[config.mk]
export PLATFORM = sky130hd
export DESIGN_NAME = adc_ctrl
export DESIGN_NICKNAME = d
export VERILOG_FILES = /design/src/adc_ctrl_pkg.sv /design/src/adc_tad_gen.sv /design/src/adc_result_fmt.sv /design/src/adc_ctrl.sv
export SDC_FILE = /design/constraint.sdc
export NUM_CORES = 1
export LEC_CHECK = 0
export BUFFER_PORTS_ARGS = -buffer_cell sky130_fd_sc_hd__buf_2
export CORE_UTILIZATION = 51
export DETAILED_ROUTE_END_ITERATION = 6
export GPL_ROUTABILITY_DRIVEN = 0
export PLACE_DENSITY = 0.89
export SLEW_MARGIN = 20
export SYNTH_ARGS = -nofsm -noshare
export SYNTH_HDL_FRONTEND = slang
export SYNTH_SLANG_ARGS = --single-unit
export TNS_END_PERCENT = 5
[constraint.sdc]
create_clock -name pclk -period 3.4 [get_ports pclk]
set_input_delay 0.68 -clock pclk [delete_from_list [all_inputs] [get_ports pclk]]
set_output_delay 0.68 -clock pclk [all_outputs]
set_load 0.005 [all_outputs]
[src/adc_ctrl_pkg.sv]
// Purpose: Shared constants and types for the converter control block
// Assumes: APB slave, 32-bit data, byte-wide registers in the low bits
// Notes: Register offsets are byte addresses of aligned words
`default_nettype none
package adc_ctrl_pkg;
  // ****************************************
  // Register map
  // ****************************************
  localparam logic [7:0] OFS_CONTROL = 8'h00;
  localparam logic [7:0] OFS_RES_HIGH = 8'h04;
  localparam logic [7:0] OFS_RES_LOW = 8'h08;
  localparam logic [7:0] OFS_ANALOG_SEL = 8'h0c;
  localparam logic [7:0] OFS_STATUS = 8'h10;
  // ****************************************
  // Field positions and reset values
  // ****************************************
  localparam int BIT_JUSTIFY = 7;
  localparam int BIT_REFSEL = 6;
  localparam int BIT_CHS_HI = 4;
  localparam int BIT_CHS_LO = 2;
  localparam int BIT_START = 1;
  localparam int BIT_ON = 0;
  localparam logic [7:0] CONTROL_MASK = 8'hdf;
  localparam logic [7:0] ANALOG_SEL_MASK = 8'h7f;
  localparam logic [7:0] RST_CONTROL = 8'h00;
  localparam logic [7:0] RST_ANALOG_SEL = 8'h0f;
  localparam logic [2:0] CHS_RESERVED = 3'h7;
  // ****************************************
  // Timing
  // ****************************************
  localparam int CONV_TAD = 11;
  localparam int ABORT_TAD = 2;
  localparam int FRC_TAD_NS = 4000;
  localparam int CLK_NS = 50;
  localparam int FRC_CYCLES = (FRC_TAD_NS + CLK_NS - 1) / CLK_NS;

  typedef struct packed {
    logic       justify;
    logic       ref_ext;
    logic [2:0] channel;
    logic       start;
    logic       conv_on;
  } ctrl_t;

  typedef enum logic [3:0] {
    ST_IDLE  = 4'b0001,
    ST_CONV  = 4'b0010,
    ST_ABORT = 4'b0100,
    ST_ACQ   = 4'b1000
  } conv_state_t;
endpackage
`default_nettype wire

[src/adc_tad_gen.sv]
// Purpose: One-cycle tick per conversion bit period
// Assumes: Divider code as for the analog select register clock field
// Notes: Internal oscillator is modelled by a fixed count
`default_nettype none
module adc_tad_gen (
  // Clock and reset
  input wire logic pclk,
  input wire logic presetn,
  // Control
  input wire logic run,
  input wire logic [2:0] clk_sel,
  // Tick
  output logic tick
);
  import adc_ctrl_pkg::*;
  logic [11:0] cnt_ff;
  logic [11:0] limit;

  always_comb begin
    unique case (clk_sel)
      3'h0: limit = 12'h001;
      3'h4: limit = 12'h003;
      3'h1: limit = 12'h007;
      3'h5: limit = 12'h00f;
      3'h2: limit = 12'h01f;
      3'h6: limit = 12'h03f;
      default: limit = 12'(FRC_CYCLES - 1);
    endcase
  end

  // Counter restarts with each run so periods line up with the start
  always_ff @(posedge pclk or negedge presetn) begin
    if (!presetn) begin
      cnt_ff <= 12'h000;
    end else if (!run || cnt_ff >= limit) begin
      cnt_ff <= 12'h000;
    end else begin
      cnt_ff <= cnt_ff + 12'h001;
    end
  end

  assign tick = run && (cnt_ff >= limit);
endmodule
`default_nettype wire

[src/adc_result_fmt.sv]
// Purpose: Place a 10-bit result in the two result bytes
// Assumes: Justification bit taken live from the control register
// Notes: Purely combinational
`default_nettype none
module adc_result_fmt (
  // Inputs
  input wire logic [9:0] result,
  input wire logic justify,
  // Formatted bytes
  output logic [7:0] high_byte,
  output logic [7:0] low_byte
);
  always_comb begin
    if (justify) begin
      high_byte = {6'h00, result[9:8]};
      low_byte = result[7:0];
    end else begin
      high_byte = result[9:2];
      low_byte = {result[1:0], 6'h00};
    end
  end
endmodule
`default_nettype wire

[src/adc_ctrl.sv]
// Purpose: Converter control and result registers behind an APB slave
// Assumes: Analog core returns a 10-bit sample on request
// Notes: Special event trigger arrives from same-clock logic
//
// Summary of operation
// Special event sets start, clears timer
// Software guarantees timing for hardware triggers
// Wait acquisition after channel change
// Configure first, enable, then start
// Clear done flag before enabling interrupts
// Poll start bit or await interrupt
// Software clears done flag after reading
// Top control bit picks justification
// Reference select picks external pin
// Channel select routes inputs and references
// Start bit starts, reads busy, self-clears
// Enable bit powers converter
// Left-justified result byte layout
// Right-justified result byte layout
// Result registers are read-only
// Completion clears start, sets flag, loads result
// Abort keeps result, waits two periods
// Conversion takes eleven bit periods
// Enable in earlier write than start
// Unimplemented bits read zero
`default_nettype none
module adc_ctrl (
  // Clock and reset
  input wire logic pclk,
  input wire logic presetn,
  // APB slave
  input wire logic psel,
  input wire logic penable,
  input wire logic pwrite,
  input wire logic [7:0] paddr,
  input wire logic [31:0] pwdata,
  output logic [31:0] prdata,
  output logic pready,
  output logic pslverr,
  // Capture/compare special event
  input wire logic special_event,
  output logic timer_clear,
  // Analog core
  input wire logic [9:0] sample_value,
  output logic converter_on,
  output logic reference_select,
  output logic [2:0] channel_select,
  output logic sample_hold,
  // Completion
  output logic conversion_done_flag
);
  import adc_ctrl_pkg::*;

  // ****************************************
  // Declarations
  // ****************************************
  ctrl_t ctrl_ff;
  logic [6:0] anasel_ff;
  logic [9:0] result_ff;
  logic done_ff;
  conv_state_t state_ff;
  logic [3:0] tad_cnt_ff;
  logic [31:0] prdata_ff;
  logic pready_ff;
  logic pslverr_ff;
  logic timer_clear_ff;
  logic hold_ff;
  logic tad_tick;
  logic [7:0] high_byte;
  logic [7:0] low_byte;
  logic apb_setup;
  logic wr_ctrl;
  logic wr_status;
  logic sw_start;
  logic sw_abort;
  logic hw_start;
  logic conv_end;
  logic known_addr;
  logic [31:0] nxt_prdata;
  logic apb_access;
  logic wr_asel;

  assign apb_setup = psel && !penable;
  // Writes land at the access edge, when pready is seen high; answer is one cycle
  assign apb_access = psel && penable && pready_ff;
  assign wr_ctrl = apb_access && pwrite && paddr == OFS_CONTROL;
  assign wr_status = apb_access && pwrite && paddr == OFS_STATUS;
  assign wr_asel = apb_access && pwrite && paddr == OFS_ANALOG_SEL;
  assign known_addr = paddr == OFS_CONTROL || paddr == OFS_RES_HIGH ||
    paddr == OFS_RES_LOW || paddr == OFS_ANALOG_SEL || paddr == OFS_STATUS;
  // Start needs converter already on from an earlier write
  assign sw_start = wr_ctrl && pwdata[BIT_START] && !ctrl_ff.start && ctrl_ff.conv_on;
  assign sw_abort = wr_ctrl && ctrl_ff.start && !(pwdata[BIT_START] && pwdata[BIT_ON]);
  assign hw_start = special_event && ctrl_ff.conv_on && !ctrl_ff.start;
  // Abort or disable wins over a completion tick in the same cycle
  assign conv_end = state_ff == ST_CONV && tad_tick && tad_cnt_ff == 4'(CONV_TAD - 1) &&
    !sw_abort && ctrl_ff.conv_on;

  // ****************************************
  // Submodules
  // ****************************************
  adc_tad_gen u_tad (
    .pclk(pclk),
    .presetn(presetn),
    .run(state_ff == ST_CONV || state_ff == ST_ABORT),
    .clk_sel(anasel_ff[6:4]),
    .tick(tad_tick)
  );

  adc_result_fmt u_fmt (
    .result(result_ff),
    .justify(ctrl_ff.justify),
    .high_byte(high_byte),
    .low_byte(low_byte)
  );

  // ****************************************
  // Control register
  // ****************************************
  always_ff @(posedge pclk or negedge presetn) begin
    if (!presetn) begin
      ctrl_ff.justify <= RST_CONTROL[BIT_JUSTIFY];
      ctrl_ff.ref_ext <= RST_CONTROL[BIT_REFSEL];
      ctrl_ff.channel <= RST_CONTROL[BIT_CHS_HI:BIT_CHS_LO];
      ctrl_ff.start <= RST_CONTROL[BIT_START];
      ctrl_ff.conv_on <= RST_CONTROL[BIT_ON];
    end else begin
      if (wr_ctrl) begin
        ctrl_ff.justify <= pwdata[BIT_JUSTIFY];
        ctrl_ff.ref_ext <= pwdata[BIT_REFSEL];
        ctrl_ff.channel <= pwdata[BIT_CHS_HI:BIT_CHS_LO];
        ctrl_ff.conv_on <= pwdata[BIT_ON];
        ctrl_ff.start <= sw_start || (ctrl_ff.start && pwdata[BIT_START] &&
          pwdata[BIT_ON]);
      end
      if (hw_start) begin
        ctrl_ff.start <= 1'b1;
      end else if (conv_end || (!ctrl_ff.conv_on && !wr_ctrl)) begin
        ctrl_ff.start <= 1'b0;
      end
    end
  end

  always_ff @(posedge pclk or negedge presetn) begin
    if (!presetn) begin
      anasel_ff <= RST_ANALOG_SEL[6:0];
    end else if (wr_asel) begin
      anasel_ff <= pwdata[6:0];
    end
  end

  // ****************************************
  // Conversion sequencer
  // ****************************************
  always_ff @(posedge pclk or negedge presetn) begin
    if (!presetn) begin
      state_ff <= ST_IDLE;
      tad_cnt_ff <= 4'h0;
    end else begin
      unique case (state_ff)
        ST_IDLE, ST_ACQ: begin
          tad_cnt_ff <= 4'h0;
          // A start set during the abort pause runs here instead of hanging
          if (sw_start || hw_start || (ctrl_ff.start && ctrl_ff.conv_on && !sw_abort)) begin
            state_ff <= ST_CONV;
          end
        end
        ST_CONV: begin
          if (sw_abort || !ctrl_ff.conv_on) begin
            state_ff <= ST_ABORT;
            tad_cnt_ff <= 4'h0;
          end else if (conv_end) begin
            state_ff <= ST_IDLE;
            tad_cnt_ff <= 4'h0;
          end else if (tad_tick) begin
            tad_cnt_ff <= tad_cnt_ff + 4'h1;
          end
        end
        ST_ABORT: begin
          if (tad_tick && tad_cnt_ff == 4'(ABORT_TAD - 1)) begin
            state_ff <= ST_ACQ;
            tad_cnt_ff <= 4'h0;
          end else if (tad_tick) begin
            tad_cnt_ff <= tad_cnt_ff + 4'h1;
          end
        end
      endcase
    end
  end

  // Result loads only on a full conversion; aborts leave it untouched
  always_ff @(posedge pclk or negedge presetn) begin
    if (!presetn) begin
      result_ff <= 10'h000;
    end else if (conv_end) begin
      result_ff <= sample_value;
    end
  end

  // Set wins over software clear
  always_ff @(posedge pclk or negedge presetn) begin
    if (!presetn) begin
      done_ff <= 1'b0;
    end else if (conv_end) begin
      done_ff <= 1'b1;
    end else if (wr_status && pwdata[0]) begin
      done_ff <= 1'b0;
    end
  end

  always_ff @(posedge pclk or negedge presetn) begin
    if (!presetn) begin
      timer_clear_ff <= 1'b0;
    end else begin
      timer_clear_ff <= special_event && ctrl_ff.conv_on;
    end
  end

  // Hold is released while acquiring so the input can settle
  always_ff @(posedge pclk or negedge presetn) begin
    if (!presetn) begin
      hold_ff <= 1'b0;
    end else begin
      hold_ff <= state_ff == ST_CONV && ctrl_ff.conv_on;
    end
  end

  // ****************************************
  // APB read path
  // ****************************************
  always_comb begin
    nxt_prdata = 32'h0000_0000;
    unique case (paddr)
      OFS_CONTROL: nxt_prdata = {24'h00_0000, ctrl_ff.justify, ctrl_ff.ref_ext, 1'b0,
        ctrl_ff.channel, ctrl_ff.start, ctrl_ff.conv_on} & {24'h00_0000, CONTROL_MASK};
      OFS_RES_HIGH: nxt_prdata = {24'h00_0000, high_byte};
      OFS_RES_LOW: nxt_prdata = {24'h00_0000, low_byte};
      OFS_ANALOG_SEL: nxt_prdata = {25'h000_0000, anasel_ff};
      OFS_STATUS: nxt_prdata = {31'h0000_0000, done_ff};
      default: nxt_prdata = 32'h0000_0000;
    endcase
  end

  always_ff @(posedge pclk or negedge presetn) begin
    if (!presetn) begin
      prdata_ff <= 32'h0000_0000;
      pready_ff <= 1'b0;
      pslverr_ff <= 1'b0;
    end else begin
      pready_ff <= apb_setup;
      pslverr_ff <= apb_setup && !known_addr;
      prdata_ff <= (apb_setup && !pwrite) ? nxt_prdata : 32'h0000_0000;
    end
  end

  assign prdata = prdata_ff;
  assign pready = pready_ff;
  assign pslverr = pslverr_ff;
  assign timer_clear = timer_clear_ff;
  assign sample_hold = hold_ff;
  assign converter_on = ctrl_ff.conv_on;
  assign reference_select = ctrl_ff.ref_ext;
  assign channel_select = ctrl_ff.channel;
  assign conversion_done_flag = done_ff;

  // ****************************************
  // Checks
  // ****************************************
  // Length cross-check; skipped when the clock choice moves mid-conversion
  logic [11:0] conv_cyc_ff;
  logic clk_moved_ff;
  logic [11:0] tad_len;
  always_comb begin
    unique case (anasel_ff[6:4])
      3'h0: tad_len = 12'h002;
      3'h4: tad_len = 12'h004;
      3'h1: tad_len = 12'h008;
      3'h5: tad_len = 12'h010;
      3'h2: tad_len = 12'h020;
      3'h6: tad_len = 12'h040;
      default: tad_len = 12'(FRC_CYCLES);
    endcase
  end
  always_ff @(posedge pclk or negedge presetn) begin
    if (!presetn) begin
      conv_cyc_ff <= 12'h000;
      clk_moved_ff <= 1'b0;
    end else if (state_ff != ST_CONV) begin
      conv_cyc_ff <= 12'h000;
      clk_moved_ff <= 1'b0;
    end else begin
      conv_cyc_ff <= conv_cyc_ff + 12'h001;
      clk_moved_ff <= clk_moved_ff || wr_asel;
    end
  end
endmodule
`default_nettype wire

# == Word-level counts from Yosys, hierarchy flattened ==
# Cells that the tools add are included.
# op_classes
n_addsub,2
order_cmp,1
n_eq_ne,18
n_mux,21
reduce_logical,56
# ops
cell,n
$pmux 7 s6,1
$pmux 8 s5,1
$mux 32,1
$mux 4,8
$logic_and 1x1->1,30
$pmux 4 s3,2
$eq 8x4->1 const B,2
$mux 8,2
$add 12x1->12 const B,1
$ge 12x7->1,1
$mux 12,1
$logic_or 1x1->1,11
$eq 3x3->1 const B,3
$logic_not 1->1,9
$eq 4x1->1 const B,2
$eq 4x4->1 const B,2
$eq 8x3->1 const B,1
$eq 8x5->1 const B,1
$logic_not 8->1,1
$add 4x1->4 const B,1
$eq 4x2->1 const B,1
$eq 4x3->1 const B,1
$mux 1,4
$eq 3x1->1 const B,1
10 further kinds,10
# totals
regBits,81
out_inout_bits,42

# == Depth between registers and ports, before layout ==
# logic_depth
ltp_word,12
ltp_mapped,12
depth_no_buf,10

# == Modules after synthesis ==
# From an unflattened synthesis, not the netlist that was laid out.
# hier_totals
cells_unflattened,272
area_unflattened_um2,3174.3
# modules_own_cells
mod,instances,cells_per_inst,area_each_um2,seq_area_each_um2
adc_ctrl,1,193,2363.5,1132.3
adc_tad_gen,1,61,653.1,300.3
adc_result_fmt,1,18,157.7,0.0

# == Least setup slack after synthesis ==
# Ideal clock, no wire load.
# synth_timing
path_kind,reg-to-reg
start,register anasel_ff[4]
end,register result_ff[3]
setup_ns,0.125
t_arrival_ns,2.489
required_time_ns,3.275
slack_ns,0.786
stages_incl_launch_ff,12
period_less_slack_ns,2.614
cell_sequence,dfrtp_1 > inv_1 > ha_1 > a211oi_1 > ha_1 > a21oi_1 > o21ai_0 > a41o_1 > clkbuf_1 > nand4_1 > buf_4 > mux2_2
# synth_via
elab_chain_cells,8
# synth_lines
element,line_no,text
start: declaration,adc_ctrl.sv:58,logic [6:0] anasel_ff;
start signal: assignment,adc_ctrl.sv:146,anasel_ff <= RST_ANALOG_SEL[6:0];
start signal: assignment,adc_ctrl.sv:148,anasel_ff <= pwdata[6:0];
"$eq 3x3->1, or another cell as far along",adc_tad_gen.sv:20,unique case (clk_sel)
$pmux 7 s6 *,adc_tad_gen.sv:20,
$ge 12x7->1 *,adc_tad_gen.sv:42,assign tick = run && (cnt_ff >= limit);
$logic_and 1x1->1 *,adc_tad_gen.sv:42,
$logic_and 1x1->1 * (3 in series),adc_ctrl.sv:96,assign conv_end = state_ff == ST_CONV && tad_tick && tad_cnt_ff == 4'(CONV_TAD - 1) &&
$logic_and 1x1->1 *,adc_ctrl.sv:97,!sw_abort && ctrl_ff.conv_on;
end signal: assignment,adc_ctrl.sv:196,result_ff <= sample_value;
end: declaration,adc_ctrl.sv:59,logic [9:0] result_ff;
# Mark *: on every way between the ends. The rest lies on a longest branch, timed or not.
# A chain may end at the register's enable or synchronous reset.

# == Final worst setup path ==
# layout_timing
start,register anasel_ff[5]
end,register result_ff[6]
# The elaborated chain is that of the path after synthesis.

==> flow_summary.ini <==
[logic_synthesis]
seq_area_frac_synth_pct = 47.9
async_reset_ff_share_pct = 100
syn_inst = 289
synth_enable_flop_cells = 0
yosysMostFrequentCell = dfrtp_1
syn_area_um2 = 2990
ys_seq_elements = 57
synth_commonest_cells = 52 x dfrtp_1, 35 x nand2_1, 29 x buf_4
avgSynthCellArea_um2 = 10.3
synthFlopType = dfrtp_1
synth_top_cells_by_area = dfrtp_1 44%, buf_4 7.3%, ha_1 6.3%
synth_top_area_share_pct = 43.6
yosys_warnings = 0
synth_area_leader_cell = dfrtp_1
synth_cell_types = 48

[drt]
via_per_inst = 5.39
antenna_left = 0
drt_iter0_markers = 131
wl_per_cell_um = 14.7
drc_errors = 0
dr_total_vias = 2281
wl_mm = 6.21
dr.pass1.iters = 4

[sta]
max_slew_margin_pct = 52.5
skew_ns = 0.0104
max_freq_ghz = 0.362
hold_viol_final = 0
fin_crit_sh_pct = 81.4
rsz0062_at_grt = no
finalSetupViolations = 0
tns_ns = 0
worst_slew_pin_slew_ns = 0.713
post-route-min-period_ns = 2.77
worst_slack_ns = 0.634
slew_viol_final = 0

[min_path]
hold_path.class = input pin to async pin

[clocking]
cts_tree = done
cts_resized = 0
clkLatencyLatePin_ns = 0.35
hold_buffers = 0
path_clk_slew_ns = 0.07
cts_buffers = 9
cts_max_level = 3
cts.sinks = 57
clock_path_buffers = 2
cts_setup_buffers = 0
cts-root-buf = clkbuf_8

[setup_path]
crit_type = flip-flop to flip-flop
critical_path_arrival_ns = 3.00
worstSetupEndpointType = flip-flop
start_kind = flip-flop
crit_path_max_fanout = 14
path_buf_inv = 2
cp_common_cell = ha_1
cp.required_ns = 3.63
cp_slowest_stage_delay_ns = 0.45
slowest_stage = dfrtp_1
cp_top_family = compound AO/OA/AOI/OAI gates
cp_cell_sequence = inv_1 -> ha_1 -> a211oi_1 -> ha_1 -> a21oi_1 -> o21ai_0 -> a41o_1 -> nand4_1 -> buf_4 -> mux2_2

[power_and_ir_drop]
p_leak_nw = 1.71
power.density_nw_per_um2 = 442
ir_drop_mv = 0.340

[cells_and_area]
syn_to_final_growth_pct = 13.8
fin_util_pct = 61.0
multi_input_area_um2 = 1360
nNetsFinal = 417
fillers = 454
drive_gt1_share_pct = 26.2
antenna_cells = 0
regArea_um2 = 1430

[floorplanning]
die_height_um = 78.5
io_pins = 98
rows = 27
die_w_um = 78.5
core_um2 = 5570
die-area_um2 = 6170
start_util_pct = 53.6

[outcome]
status = completed

[global_routing]
grt_overflow_total = 0
grt_pass1_wl_mm = 10.2
antenna_found_initial = 0
gr-usage-all-layers_pct = 22.2
grt_max_degree = 58
grt_pass1_vias = 2224

[run]
maxCapViolations = 0

[placed_design]
pre_cts_slack_ns = 0.556
dpl.hpwl_mm = 4.52
io_buffers = 49
cell type report:
cell class / instances / share of cell area, %
inverter: 13 / 1.44
clock inverter: 6 / 1.29
clock buffer: 10 / 4.05
multi-input combinational: 211 / 40.1
sequential: 57 / 42.1
tap: 72 / 2.65
timing repair buffer: 54 / 8.32
where the power goes:
group / internal (W) / leakage (nW) / switching [W] / total (W)
logic: 0.0000768 / 0.882 / 0.000113 / 0.000190
registers: 0.000710 / 0.746 / 0.0000347 / 0.000744
clock network: 0.000283 / 0.0805 / 0.000286 / 0.000569
total: 0.00107 / 1.71 / 0.000434 / 0.00150
worst paths after layout:
kind,start,endpoint,slack (ns),cells after the start
min in group pclk,state_ff[3]$_DFFE_PN0P_,state_ff[2]$_DFFE_PN0P_,0.50,1
worst max register to register,anasel_ff[5]$_DFFE_PN0P_,result_ff[6]$_DFFE_PN0P_,0.63,10
worst max-delay path,anasel_ff[5]$_DFFE_PN0P_,result_ff[6]$_DFFE_PN0P_,0.63,10
worst min-delay path,presetn,u_tad.cnt_ff[2]$_DFF_PN0_,0.45,2
max in group asynchronous,presetn,result_ff[7]$_DFFE_PN0P_,2.46,2
worst min register to register,state_ff[3]$_DFFE_PN0P_,state_ff[2]$_DFFE_PN0P_,0.50,1
placed cells by master, fill, tap and decap left out, types with 2 or more instances in the layout:
cell type,Yosys,final
a211oi_1,3,3
a21o_1,2,2
a21oi_1,11,11
a222oi_1,7,7
a22oi_1,3,3
a31oi_1,2,2
and2_1,3,3
and3_1,4,4
buf_2,3,49
buf_4,29,5
clkbuf_8,0,10
clkinvlp_4,0,4
conb_1,1,28
dfrtp_1,52,52
dfstp_2,5,5
ha_1,15,15
inv_1,13,13
mux2_1,5,5
mux2_2,10,10
nand2_1,35,35
nand3_1,8,8
nand4_1,2,2
nor2_1,21,21
nor2b_1,6,6
nor3_1,5,5
nor3_2,2,2
o21ai_0,5,5
o21ai_1,4,4
o31ai_1,2,2
or4_1,2,2
xnor2_1,5,5
xor2_1,4,4
per-stage QoR:
| step | area [um^2] | instances | power [W] | hold WS (ns) |
|---|---|---|---|---|
| 6_report | 3400 | 423 | 0.00150 | 0.453 |
| 3_5_place_dp | 3220 | 407 | 0.000945 | 0.490 |
| 4_1_cts | 3400 | 423 | 0.00151 | 0.489 |
| 3_3_place_gp | 3220 | 407 | 0.000934 | 0.480 |
| 5_1_grt | 3400 | 423 | 0.00158 | 0.521 |
| 2_1_floorplan | 3090 | 316 | 0.000896 | 0.384 |
worst register-to-register path, cell delays in order, from the launching register on:
cell      delay, ns
dfrtp_1        0.45
inv_1          0.11
ha_1           0.29
a211oi_1       0.23
ha_1           0.26
a21oi_1        0.11
o21ai_0        0.10
a41o_1         0.37
nand4_1        0.12
buf_4          0.24
mux2_2         0.37
cell families after synthesis:
| kind of cell | share of synthesized area, % |
|---|---|
| compound gates | 11.8 |
| other cells | 0.126 |
| buf+inv | 9.80 |
| simple gates | 15.5 |
| flops | 47.9 |
| fa+ha+maj | 6.28 |
| xor+xnor | 2.64 |
| mux | 5.99 |
routing by layer:
layer / GRT usage, % / up-vias / share of wire (%)
li1: - / 1062 / -
met1: 27.4 / 1122 / 41
met2: 34.6 / 86 / 48
met3: 7.44 / 11 / 8.2
met4: 10.7 / 0 / 1.9
met5: 0 / - / 0
registers in the layout, indices dropped and copies added, names as in the netlist, 2 cells and up:
name            cells
u_tad.cnt_ff       12
result_ff          10
prdata              8
anasel_ff           7
state_ff            4
tad_cnt_ff          4
channel_select      3
ctrl_ff             2
(Power assumes the default switching activity.)
